[src/gate_status_cfg.svh]
// Constants for the gate driver status register bank.
// Assumes inclusion by bare name from the package and the design modules.
`ifndef GATE_STATUS_CFG_SVH
`define GATE_STATUS_CFG_SVH

// Bus shape
`define STAT_W 16
`define ADDR_W 8

// Register offsets
`define SUPPLY_STATUS_OFS 8'h02
`define FUNC_STATUS_OFS 8'h03

// Reset values
`define STATUS_RESET 16'h0000
`define ADC_RESET 7'h00
`define GAIN_RESET 3'h0

// Supply health status fields
`define LOW_PUMP_UV_BIT 0
`define HIGH_PUMP_UV_BIT 1
`define LOGIC_UV_BIT 2
`define LOGIC_OV_BIT 3
`define BUCK_UV_BIT 4
`define BUCK_OV_BIT 5
`define MOTOR_READ_LSB 6
`define MOTOR_READ_MSB 12

// Functional signal status fields
`define HALL_LSB 0
`define HALL_MSB 2
`define HALL_EQ_BIT 3
`define SETPOINT_BIT 4
`define GAIN_LSB 5
`define GAIN_MSB 7

// Field widths
`define ADC_W 7
`define HALL_W 3
`define GAIN_W 3
`define CMP_W 6

// Comparator vector positions on the synchroniser
`define CMP_LOW_PUMP 0
`define CMP_HIGH_PUMP 1
`define CMP_LOGIC_UV 2
`define CMP_LOGIC_OV 3
`define CMP_BUCK_UV 4
`define CMP_BUCK_OV 5

// Strap settle time after reset release
`define CLK_MHZ 200
`define STRAP_SETTLE_NS 20
`define STRAP_SETTLE_CYC ((`STRAP_SETTLE_NS * `CLK_MHZ + 999) / 1000)
`define STRAP_CNT_W 4

`endif

[src/gate_status_pkg.sv]
// Types for the gate driver status register bank.
// Assumes gate_status_cfg.svh is on the include path.
`include "gate_status_cfg.svh"

package gate_status_pkg;

    typedef logic [`STAT_W-1:0] status_word_t;
    typedef logic [`ADDR_W-1:0] reg_addr_t;
    typedef logic [`ADC_W-1:0] adc_value_t;
    typedef logic [`GAIN_W-1:0] gain_code_t;
    typedef logic [`HALL_W-1:0] hall_levels_t;

    typedef enum logic {
        strap_wait,
        strap_held
    } strap_state_t;

endpackage

[src/sync_vec.sv]
// Two flip-flop synchroniser for a vector of independent levels.
// Assumes each bit is a slow level from outside the clock domain.
`timescale 1ns/1ps
`include "gate_status_cfg.svh"

module sync_vec #(
    parameter int WIDTH = 1
) (
    input wire logic mclk_in,
    input wire logic resetn_in,
    input wire logic [WIDTH-1:0] async_in,
    output logic [WIDTH-1:0] sync_out
);

    logic [WIDTH-1:0] meta_q;
    logic [WIDTH-1:0] stable_q;

    // First stage feeds only the second stage
    always_ff @(posedge mclk_in or negedge resetn_in) begin
        if (!resetn_in) begin
            meta_q <= '0;
            stable_q <= '0;
        end else begin
            meta_q <= async_in;
            stable_q <= meta_q;
        end
    end

    assign sync_out = stable_q;

endmodule // sync_vec

[src/strap_latch.sv]
// Captures a synchronised strap level once after reset release.
// Assumes strap_in is already synchronised to mclk_in.
`timescale 1ns/1ps
`include "gate_status_cfg.svh"

module strap_latch
    import gate_status_pkg::*;
(
    input wire logic mclk_in,
    input wire logic resetn_in,
    input wire logic strap_in,
    output logic strap_out
);

    localparam logic [`STRAP_CNT_W-1:0] SETTLE_LAST =
        `STRAP_CNT_W'(`STRAP_SETTLE_CYC);

    strap_state_t state_q;
    logic [`STRAP_CNT_W-1:0] count_q;
    logic strap_q;

    always_ff @(posedge mclk_in or negedge resetn_in) begin
        if (!resetn_in) begin
            state_q <= strap_wait;
            count_q <= '0;
            strap_q <= 1'b0;
        end else begin
            case (state_q)
                strap_wait: begin
                    if (count_q == SETTLE_LAST) begin
                        // Value fixed per product variant
                        strap_q <= strap_in;
                        state_q <= strap_held;
                    end else begin
                        count_q <= count_q + 1'b1;
                    end
                end
                strap_held: begin
                    state_q <= strap_held;
                end
                default: begin
                    state_q <= strap_wait;
                end
            endcase
        end
    end

    assign strap_out = strap_q;

endmodule // strap_latch

[src/gate_driver_status_regs.sv]
// Read-only supply health and functional signal status registers.
// Assumes comparators, hall pins and strap are asynchronous levels;
// converter result and gain code come from logic on mclk_in.
`timescale 1ns/1ps
`include "gate_status_cfg.svh"

module gate_driver_status_regs
    import gate_status_pkg::*;
(
    input wire logic mclk_in,
    input wire logic resetn_in,
    // Register port
    input wire logic [`ADDR_W-1:0] reg_addr_in,
    input wire logic [`STAT_W-1:0] reg_wdata_in,
    input wire logic reg_wr_in,
    input wire logic reg_rd_in,
    output logic [`STAT_W-1:0] reg_rdata_out,
    // Comparator levels, 1 means above threshold
    input wire logic low_pump_undervolt_state_in,
    input wire logic high_pump_undervolt_state_in,
    input wire logic logic_rail_undervolt_state_in,
    input wire logic logic_rail_overvolt_state_in,
    input wire logic buck_rail_undervolt_state_in,
    input wire logic buck_rail_overvolt_state_in,
    // Motor supply converter
    input wire logic [`ADC_W-1:0] motor_supply_reading_in,
    input wire logic motor_supply_valid_in,
    // Hall pins and strap
    input wire logic [`HALL_W-1:0] hall_input_levels_in,
    input wire logic logic_rail_setpoint_in,
    // Active sense amplifier gain
    input wire logic [`GAIN_W-1:0] sense_amp_gain_code_in
);

    ////////////////////////////////////////////////////////////////////////
    // Input conditioning

    logic [`CMP_W-1:0] cmp_raw;
    logic [`CMP_W-1:0] cmp_sync;
    hall_levels_t hall_sync;
    logic setpoint_sync;
    logic setpoint_held;

    assign cmp_raw[`CMP_LOW_PUMP] = low_pump_undervolt_state_in;
    assign cmp_raw[`CMP_HIGH_PUMP] = high_pump_undervolt_state_in;
    assign cmp_raw[`CMP_LOGIC_UV] = logic_rail_undervolt_state_in;
    assign cmp_raw[`CMP_LOGIC_OV] = logic_rail_overvolt_state_in;
    assign cmp_raw[`CMP_BUCK_UV] = buck_rail_undervolt_state_in;
    assign cmp_raw[`CMP_BUCK_OV] = buck_rail_overvolt_state_in;

    sync_vec #(
        .WIDTH(`CMP_W)
    ) u_cmp_sync (
        .mclk_in(mclk_in),
        .resetn_in(resetn_in),
        .async_in(cmp_raw),
        .sync_out(cmp_sync)
    );

    sync_vec #(
        .WIDTH(`HALL_W)
    ) u_hall_sync (
        .mclk_in(mclk_in),
        .resetn_in(resetn_in),
        .async_in(hall_input_levels_in),
        .sync_out(hall_sync)
    );

    sync_vec #(
        .WIDTH(1)
    ) u_strap_sync (
        .mclk_in(mclk_in),
        .resetn_in(resetn_in),
        .async_in(logic_rail_setpoint_in),
        .sync_out(setpoint_sync)
    );

    strap_latch u_strap (
        .mclk_in(mclk_in),
        .resetn_in(resetn_in),
        .strap_in(setpoint_sync),
        .strap_out(setpoint_held)
    );

    ////////////////////////////////////////////////////////////////////////
    // Converter result and gain code

    adc_value_t motor_q;
    gain_code_t gain_q;

    // Keeps the latest completed conversion
    always_ff @(posedge mclk_in or negedge resetn_in) begin
        if (!resetn_in) begin
            motor_q <= `ADC_RESET;
        end else if (motor_supply_valid_in) begin
            motor_q <= motor_supply_reading_in;
        end
    end

    always_ff @(posedge mclk_in or negedge resetn_in) begin
        if (!resetn_in) begin
            gain_q <= `GAIN_RESET;
        end else begin
            gain_q <= sense_amp_gain_code_in;
        end
    end

    ////////////////////////////////////////////////////////////////////////
    // Status words

    status_word_t supply_word;
    status_word_t func_word;

    always_comb begin
        supply_word = `STATUS_RESET;
        supply_word[`LOW_PUMP_UV_BIT] = cmp_sync[`CMP_LOW_PUMP];
        supply_word[`HIGH_PUMP_UV_BIT] = cmp_sync[`CMP_HIGH_PUMP];
        supply_word[`LOGIC_UV_BIT] = cmp_sync[`CMP_LOGIC_UV];
        supply_word[`LOGIC_OV_BIT] = cmp_sync[`CMP_LOGIC_OV];
        supply_word[`BUCK_UV_BIT] = cmp_sync[`CMP_BUCK_UV];
        supply_word[`BUCK_OV_BIT] = cmp_sync[`CMP_BUCK_OV];
        supply_word[`MOTOR_READ_MSB:`MOTOR_READ_LSB] = motor_q;
    end

    always_comb begin
        func_word = `STATUS_RESET;
        func_word[`HALL_MSB:`HALL_LSB] = hall_sync;
        // Same level on all three phases in the same sample
        func_word[`HALL_EQ_BIT] = (&hall_sync) | ~(|hall_sync);
        func_word[`SETPOINT_BIT] = setpoint_held;
        func_word[`GAIN_MSB:`GAIN_LSB] = gain_q;
    end

    ////////////////////////////////////////////////////////////////////////
    // Register port

    logic read_take;
    status_word_t rdata_d;
    status_word_t rdata_q;

    // Writes decode to nothing; wdata is never stored
    assign read_take = reg_rd_in & ~reg_wr_in;

    always_comb begin
        rdata_d = `STATUS_RESET;
        if (read_take) begin
            case (reg_addr_in)
                `SUPPLY_STATUS_OFS: rdata_d = supply_word;
                `FUNC_STATUS_OFS: rdata_d = func_word;
                default: rdata_d = `STATUS_RESET;
            endcase
        end
    end

    // Data stand only in the cycle after the read strobe
    always_ff @(posedge mclk_in or negedge resetn_in) begin
        if (!resetn_in) begin
            rdata_q <= `STATUS_RESET;
        end else begin
            rdata_q <= rdata_d;
        end
    end

    assign reg_rdata_out = rdata_q;

endmodule // gate_driver_status_regs

[config.mk]
export PLATFORM = sky130hd
export DESIGN_NAME = gate_driver_status_regs
export DESIGN_NICKNAME = d
export VERILOG_FILES = /design/src/gate_status_pkg.sv /design/src/sync_vec.sv /design/src/strap_latch.sv /design/src/gate_driver_status_regs.sv
export VERILOG_INCLUDE_DIRS = /design/src
export SDC_FILE = /design/constraint.sdc
export NUM_CORES = 1
export LEC_CHECK = 0
export ABC_AREA = 1
export BUFFER_PORTS_ARGS = -buffer_cell sky130_fd_sc_hd__buf_4
export CORE_UTILIZATION = 31
export CTS_BUF_LIST = sky130_fd_sc_hd__clkbuf_4 sky130_fd_sc_hd__clkbuf_8
export CTS_CLUSTER_DIAMETER = 200
export CTS_CLUSTER_SIZE = 28
export DETAILED_ROUTE_END_ITERATION = 12
export GPL_TIMING_DRIVEN = 0
export PLACE_DENSITY = 0.59
export SYNTH_ARGS = -nofsm -noshare
export SYNTH_HDL_FRONTEND = slang
export SYNTH_SLANG_ARGS = --single-unit
[constraint.sdc]
create_clock -name mclk_in -period 1.6 [get_ports mclk_in]
set_input_delay 0.08 -clock mclk_in [delete_from_list [all_inputs] [get_ports mclk_in]]
set_output_delay 0.08 -clock mclk_in [all_outputs]
set_load 0.05 [all_outputs]
-- Word-level counts from Yosys, hierarchy flattened
Cells that the tools add are included.
- $add $sub $neg: 1
- equal/unequal tests: 3
- multiplexer cells: 4
- bitwise operators: 6
- reductions and logical operators: 4
- operators by type and width (operator ; number):
    $pmux W13 S2 ; 1
    $eq A8 B2 Y1 const B ; 2
    $mux W16 ; 1
    $add A4 B1 Y4 const B ; 1
    $eq A4 B3 Y1 const B ; 1
    $not A1 Y1 ; 4
    $reduce_and A2 Y1 ; 2
    $reduce_and A3 Y1 ; 1
    $reduce_or A3 Y1 ; 1
    $pmux W1 S2 ; 1
    $and A1 B1 Y1 ; 1
    $mux W1 ; 1
    $or A1 B1 Y1 ; 1
- bits in registers: 52
- input bits: 49
- output and inout bits: 16
- word-level logic and storage cells: 30

-- Logic depth before layout (Yosys ltp)
- depth in word-level cells: 5
- mapped depth: 6
- gate-level depth less buffers: 6

-- By module
From an unflattened synthesis, not the netlist that was laid out.
- cell total of the unflattened synthesis: 154
- area total of the unflattened synthesis: 1784.2 um^2
- modules (own cells, without submodules) (module ; times used ; cells each ; area an instance (um^2) ; sequential area each (um^2)):
    gate_driver_status_regs ; 1 ; 99 ; 982.2 ; 575.6
    strap_latch ; 1 ; 35 ; 301.5 ; 150.1
    sync_vec (u_cmp_sync) ; 1 ; 12 ; 300.3 ; 300.3
    sync_vec (u_hall_sync) ; 1 ; 6 ; 150.1 ; 150.1
    sync_vec (u_strap_sync) ; 1 ; 2 ; 50.0 ; 50.0

-- Least setup slack after synthesis
Ideal clock, no wire load.
- kind: flip-flop to flip-flop
- start point: register u_strap.count_q[0]
- end point: register u_strap.count_q[3]
- setup time: 0.125 ns
- arrival time: 1.012 ns
- required time: 1.475 ns
- path slack: 0.463 ns
- cell stages (with the launch flop): 7
- cells stage by stage: dfrtp_1 inv_1 ha_1 nand3_1 nand2_2 nor2_1 xor2_1
- longest elaborated chain between the ends: 3
- elaborated cells on any way between the ends: 4
- those cells by class: add/sub: 1; eq/ne: 1; bitwise: 1; reduce/logical: 1
- RTL lines (element ; RTL line ; text):
    start: declaration ; strap_latch.sv:19 ; logic [`STRAP_CNT_W-1:0] count_q;
    start signal: assignment ; strap_latch.sv:35 ; count_q <= count_q + 1'b1;
    branches (longest 3 deep; another with $add A4 B1 Y4) ; n/a ;
Parallel ways; which one is timed is not known.
A chain may end at the register's enable or synchronous reset.

-- Final worst setup path
Same ends and word-level chain as after synthesis.

==> flow_results.xml <==
<?xml version="1.0" encoding="UTF-8"?>
<metrics>
  <group name="power">
    <metric name="total_power" unit="mW">2.26</metric>
    <metric name="p_leak" unit="nW">1.22</metric>
    <metric name="p_per_area" unit="nW/um^2">917</metric>
    <metric name="vdd_ir_drop_max" unit="V">0.000625</metric>
  </group>
  <group name="timing">
    <metric name="maximum_achievable_frequency" unit="MHz">808</metric>
    <metric name="grt_setup_unrepaired" unit="">false</metric>
    <metric name="timing.final.crit_period" unit="ns">1.24</metric>
    <metric name="tightest_slew" unit="ns">0.585</metric>
    <metric name="setup_total_negative_slack" unit="ns">0</metric>
    <metric name="hold_viol_final" unit="">0</metric>
    <metric name="layout_worst_path_cycle_share" unit="%">77.3</metric>
    <metric name="setup_viol" unit="">0</metric>
    <metric name="finalClockSkew" unit="ns">0.00402</metric>
    <metric name="slew_violations" unit="">0</metric>
    <metric name="maxSlewHeadroom" unit="%">61.0</metric>
  </group>
  <group name="global_routing">
    <metric name="grt_pass1_vias" unit="">1208</metric>
    <metric name="grt_antenna_before_repair" unit="">0</metric>
    <metric name="pin_count_of_the_biggest_net_entering_global_routing" unit="">50</metric>
    <metric name="grt_overflow" unit="">0</metric>
    <metric name="wire_length_of_the_first_global_routing_pass" unit="um">5380</metric>
    <metric name="grtUsageTotal" unit="%">11.8</metric>
  </group>
  <group name="die">
    <metric name="initial_core_util" unit="%">33.1</metric>
    <metric name="top_level_ports" unit="">65</metric>
    <metric name="die_area" unit="sq um">5940</metric>
    <metric name="die_width" unit="um">77.1</metric>
    <metric name="floorplan.rows" unit="">26</metric>
    <metric name="die_height" unit="um">77.1</metric>
    <metric name="core_area" unit="sq um">5270</metric>
  </group>
  <group name="yosys">
    <metric name="yosys_register_bits" unit="">49</metric>
    <metric name="netlist_instances" unit="">145</metric>
    <metric name="netlist_top_cells_area" unit="">sky130_fd_sc_hd__dfrtp_1 (70%), sky130_fd_sc_hd__nand3_1 (5.7%), sky130_fd_sc_hd__inv_1 (3.2%)</metric>
    <metric name="synth_enable_flop_cells" unit="">0</metric>
    <metric name="synth_common_cells" unit="">sky130_fd_sc_hd__dfrtp_1 (49), sky130_fd_sc_hd__nand3_1 (20), sky130_fd_sc_hd__inv_1 (15)</metric>
    <metric name="synthFlopType" unit="">sky130_fd_sc_hd__dfrtp_1</metric>
    <metric name="ys_seq_area_share" unit="%">70.2</metric>
    <metric name="ys_warn_count" unit="">0</metric>
    <metric name="syn_area" unit="sq um">1750</metric>
    <metric name="yosysTopAreaCellShare" unit="%">70.2</metric>
    <metric name="synth_cell_type_count" unit="">22</metric>
    <metric name="synthesis.area_per_instance" unit="sq um">12.0</metric>
    <metric name="postSynth.asyncResetShare" unit="%">100</metric>
    <metric name="post-synth-top-count-cell" unit="">sky130_fd_sc_hd__dfrtp_1</metric>
    <metric name="cell_taking_the_most_area_after_synthesis" unit="">sky130_fd_sc_hd__dfrtp_1</metric>
  </group>
  <group name="finish">
    <metric name="number_of_inserted_filler_cells_in_the_final_layout" unit="">513</metric>
    <metric name="antenna_cells_inserted" unit="">0</metric>
    <metric name="nets" unit="">269</metric>
    <metric name="post_route_cells_drive_above_1_share" unit="%">32.0</metric>
    <metric name="area_delta_synth_final" unit="%">41.3</metric>
  </group>
  <group name="routing">
    <metric name="detail_route.iter0.violations" unit="">23</metric>
    <metric name="drt_pass1_iterations" unit="">4</metric>
    <metric name="routed_wl" unit="um">2910</metric>
    <metric name="drt-vias-per-instance" unit="">4.06</metric>
    <metric name="via_count" unit="">1172</metric>
    <metric name="residual_drc_count" unit="">0</metric>
    <metric name="routed_wire_length_per_instance" unit="um">10.1</metric>
    <metric name="postRouteAntennaNets" unit="">0</metric>
  </group>
  <group name="critical_path">
    <metric name="critPathRequiredTime" unit="ns">1.83</metric>
    <metric name="critical_path.startpoint_type" unit="">flop</metric>
    <metric name="timing.critical_path.slowest_cell_delay" unit="ns">0.38</metric>
    <metric name="timing.critical_path.arrival" unit="ns">1.47</metric>
    <metric name="crit_type" unit="">flop to flop</metric>
    <metric name="timing.critical_path.buf_inv" unit="">1</metric>
    <metric name="critPathCaptureType" unit="">flop</metric>
    <metric name="crit_slowest_cell" unit="">sky130_fd_sc_hd__dfrtp_1</metric>
    <metric name="cp_max_fo" unit="">5</metric>
    <metric name="timing.critical_path.cells" unit="">inv_1, ha_1, nand3_1, nand2_2, nor2_1, xor2_1</metric>
    <metric name="critical-path-top-delay-family" unit="">flip-flops</metric>
  </group>
  <group name="clock_network">
    <metric name="ctsHoldBuffers" unit="">19</metric>
    <metric name="cts_buffers" unit="">5</metric>
    <metric name="clock_insertion_delay_worst_skew" unit="ns">0.30</metric>
    <metric name="clock_transition_at_the_registers_of_the_reported_paths" unit="ns">0.09</metric>
    <metric name="cts-root-to-sink-buffers" unit="">2</metric>
    <metric name="cts_sinks" unit="">49</metric>
    <metric name="cts_post_setup_buffers_inserted" unit="">0</metric>
    <metric name="clock_tree_from_tritoncts" unit="">done</metric>
    <metric name="h_tree_depth_reported_by_cts" unit="">2</metric>
    <metric name="cts_root_buf" unit="">sky130_fd_sc_hd__clkbuf_8</metric>
    <metric name="post_cts.resized_instances" unit="">0</metric>
  </group>
  <group name="worst_hold_path">
    <metric name="hp-class" unit="">input port to flop</metric>
  </group>
  <group name="placement">
    <metric name="dp_hpwl" unit="um">1930</metric>
    <metric name="placer_s_final_routability_congestion_estimate" unit="">0.722</metric>
    <metric name="io_buffers" unit="">45</metric>
  </group>
  <group name="status">
    <metric name="outcome" unit="">finished clean</metric>
  </group>
  <group name="flow_run">
    <metric name="max-cap-violations" unit="">0</metric>
  </group>
</metrics>
==> worst reg2reg max path: cells and delay by family, from the launching register on <==
kind	cells	cell delay, ns
simple gates	3	0.37
buf+inv	1	0.07
flops	1	0.38
fa+ha+maj	1	0.20
xor+xnor	1	0.14
==> report_power, final <==
| part | switching [mW] | total [mW] | internal, mW | leakage (nW) |
|---|---|---|---|---|
| Clock | 0.432 | 0.759 | 0.327 | 0.0506 |
| Combinational | 0.0981 | 0.203 | 0.105 | 0.561 |
| Sequential | 0.0148 | 1.30 | 1.28 | 0.605 |
==> path summary, 6_finish.rpt <==
kind / from / to / slack, ns / cells past startpoint
setup reg to reg: u_strap.count_q[0] / u_strap.count_q[3] / 0.36 / 6
setup / recovery: u_strap.count_q[0] / u_strap.count_q[3] / 0.36 / 6
hold reg to reg: u_hall_sync.meta_q[1] / u_hall_sync.sync_out[1] / 0.35 / 0
min in group asynchronous: resetn_in / motor_q[6] / 0.32 / 2
max in group asynchronous: resetn_in / u_cmp_sync.sync_out[5] / 0.89 / 2
hold / removal: motor_supply_reading_in[1] / motor_q[1] / 0.02 / 2
==> layout make-up <==
type | instances | area [sq um] | share of cell area, %
flip-flops and latches | 49 | 1230 | 49.7
repair buffers | 64 | 528 | 21.4
well taps | 70 | 87.6 | 3.55
plain buffers | 6 | 41.3 | 1.67
clock inverters | 3 | 28.8 | 1.17
clock buffers | 5 | 68.8 | 2.79
multi-input cells | 74 | 419 | 17.0
inverters | 18 | 67.6 | 2.74
==> per-layer routing <==
layer  GRT usage, %  vias up  wire (um)
li1               -      600          -
met3           4.17        6        179
met1           13.7      530       1300
met4           4.53        0         44
met2           20.0       36       1380
met5              0        -          0
==> cells in the final DEF (no fill, tap or decap) <==
| cell | count |
|---|---|
| sky130_fd_sc_hd__nor3_1 | 5 |
| sky130_fd_sc_hd__conb_1 | 3 |
| sky130_fd_sc_hd__xnor2_1 | 1 |
| sky130_fd_sc_hd__inv_2 | 3 |
| sky130_fd_sc_hd__clkbuf_1 | 2 |
| sky130_fd_sc_hd__inv_8 | 1 |
| sky130_fd_sc_hd__nand2_1 | 12 |
| sky130_fd_sc_hd__nor2_4 | 1 |
| sky130_fd_sc_hd__mux2_2 | 2 |
| sky130_fd_sc_hd__nor2_8 | 1 |
| sky130_fd_sc_hd__nand2_2 | 4 |
| sky130_fd_sc_hd__o21ai_0 | 6 |
| sky130_fd_sc_hd__a21oi_1 | 9 |
| sky130_fd_sc_hd__xor2_1 | 2 |
| sky130_fd_sc_hd__inv_1 | 15 |
| sky130_fd_sc_hd__nor2_1 | 4 |
| sky130_fd_sc_hd__clkinv_4 | 1 |
| sky130_fd_sc_hd__dfrtp_1 | 49 |
| sky130_fd_sc_hd__buf_6 | 1 |
| sky130_fd_sc_hd__nand3_1 | 20 |
| sky130_fd_sc_hd__ha_1 | 2 |
| sky130_fd_sc_hd__nand2_4 | 1 |
| sky130_fd_sc_hd__dlygate4sd3_1 | 19 |
| sky130_fd_sc_hd__clkbuf_8 | 5 |
| sky130_fd_sc_hd__inv_6 | 1 |
| sky130_fd_sc_hd__nor2_2 | 1 |
| sky130_fd_sc_hd__buf_4 | 48 |
==> per-stage QoR <==
step	hold slack [ns]	cell area, sq um	std cells	utilization (%)	setup WS, ns
after floorplan	-0.216	1750	147	-	0.463
after global placement	0.130	2180	262	41.4	0.372
after detailed placement	0.127	2180	262	41.4	0.342
after CTS	0.0106	2470	289	46.8	0.337
after global routing	0.000298	2470	289	46.8	0.244
final	0.0200	2470	289	46.8	0.363
==> registers in the layout, indices dropped and copies added, names as in the netlist <==
name / count
gain_q: 3
motor_q: 7
reg_rdata_out: 13
u_cmp_sync.meta_q: 6
u_cmp_sync.sync_out: 6
u_hall_sync.meta_q: 3
u_hall_sync.sync_out: 3
u_strap.count_q: 4
u_strap.state_q: 1
u_strap.strap_out: 1
u_strap_sync.meta_q: 1
u_strap_sync.sync_out: 1
==> logic make-up after synthesis <==
kind of cell / count (synthesis) / synth area share (%)
flip-flops: 49 / 70.2
AND/OR/NAND/NOR: 49 / 14.8
buffers and inverters: 24 / 6.23
AO/OA/AOI/OAI: 15 / 4.30
XOR/XNOR: 3 / 1.50
adder cells (fa/ha/maj): 2 / 1.43
multiplexers: 2 / 1.29
other: 1 / 0.215
Note: power is estimated with default switching activity, not from simulation.
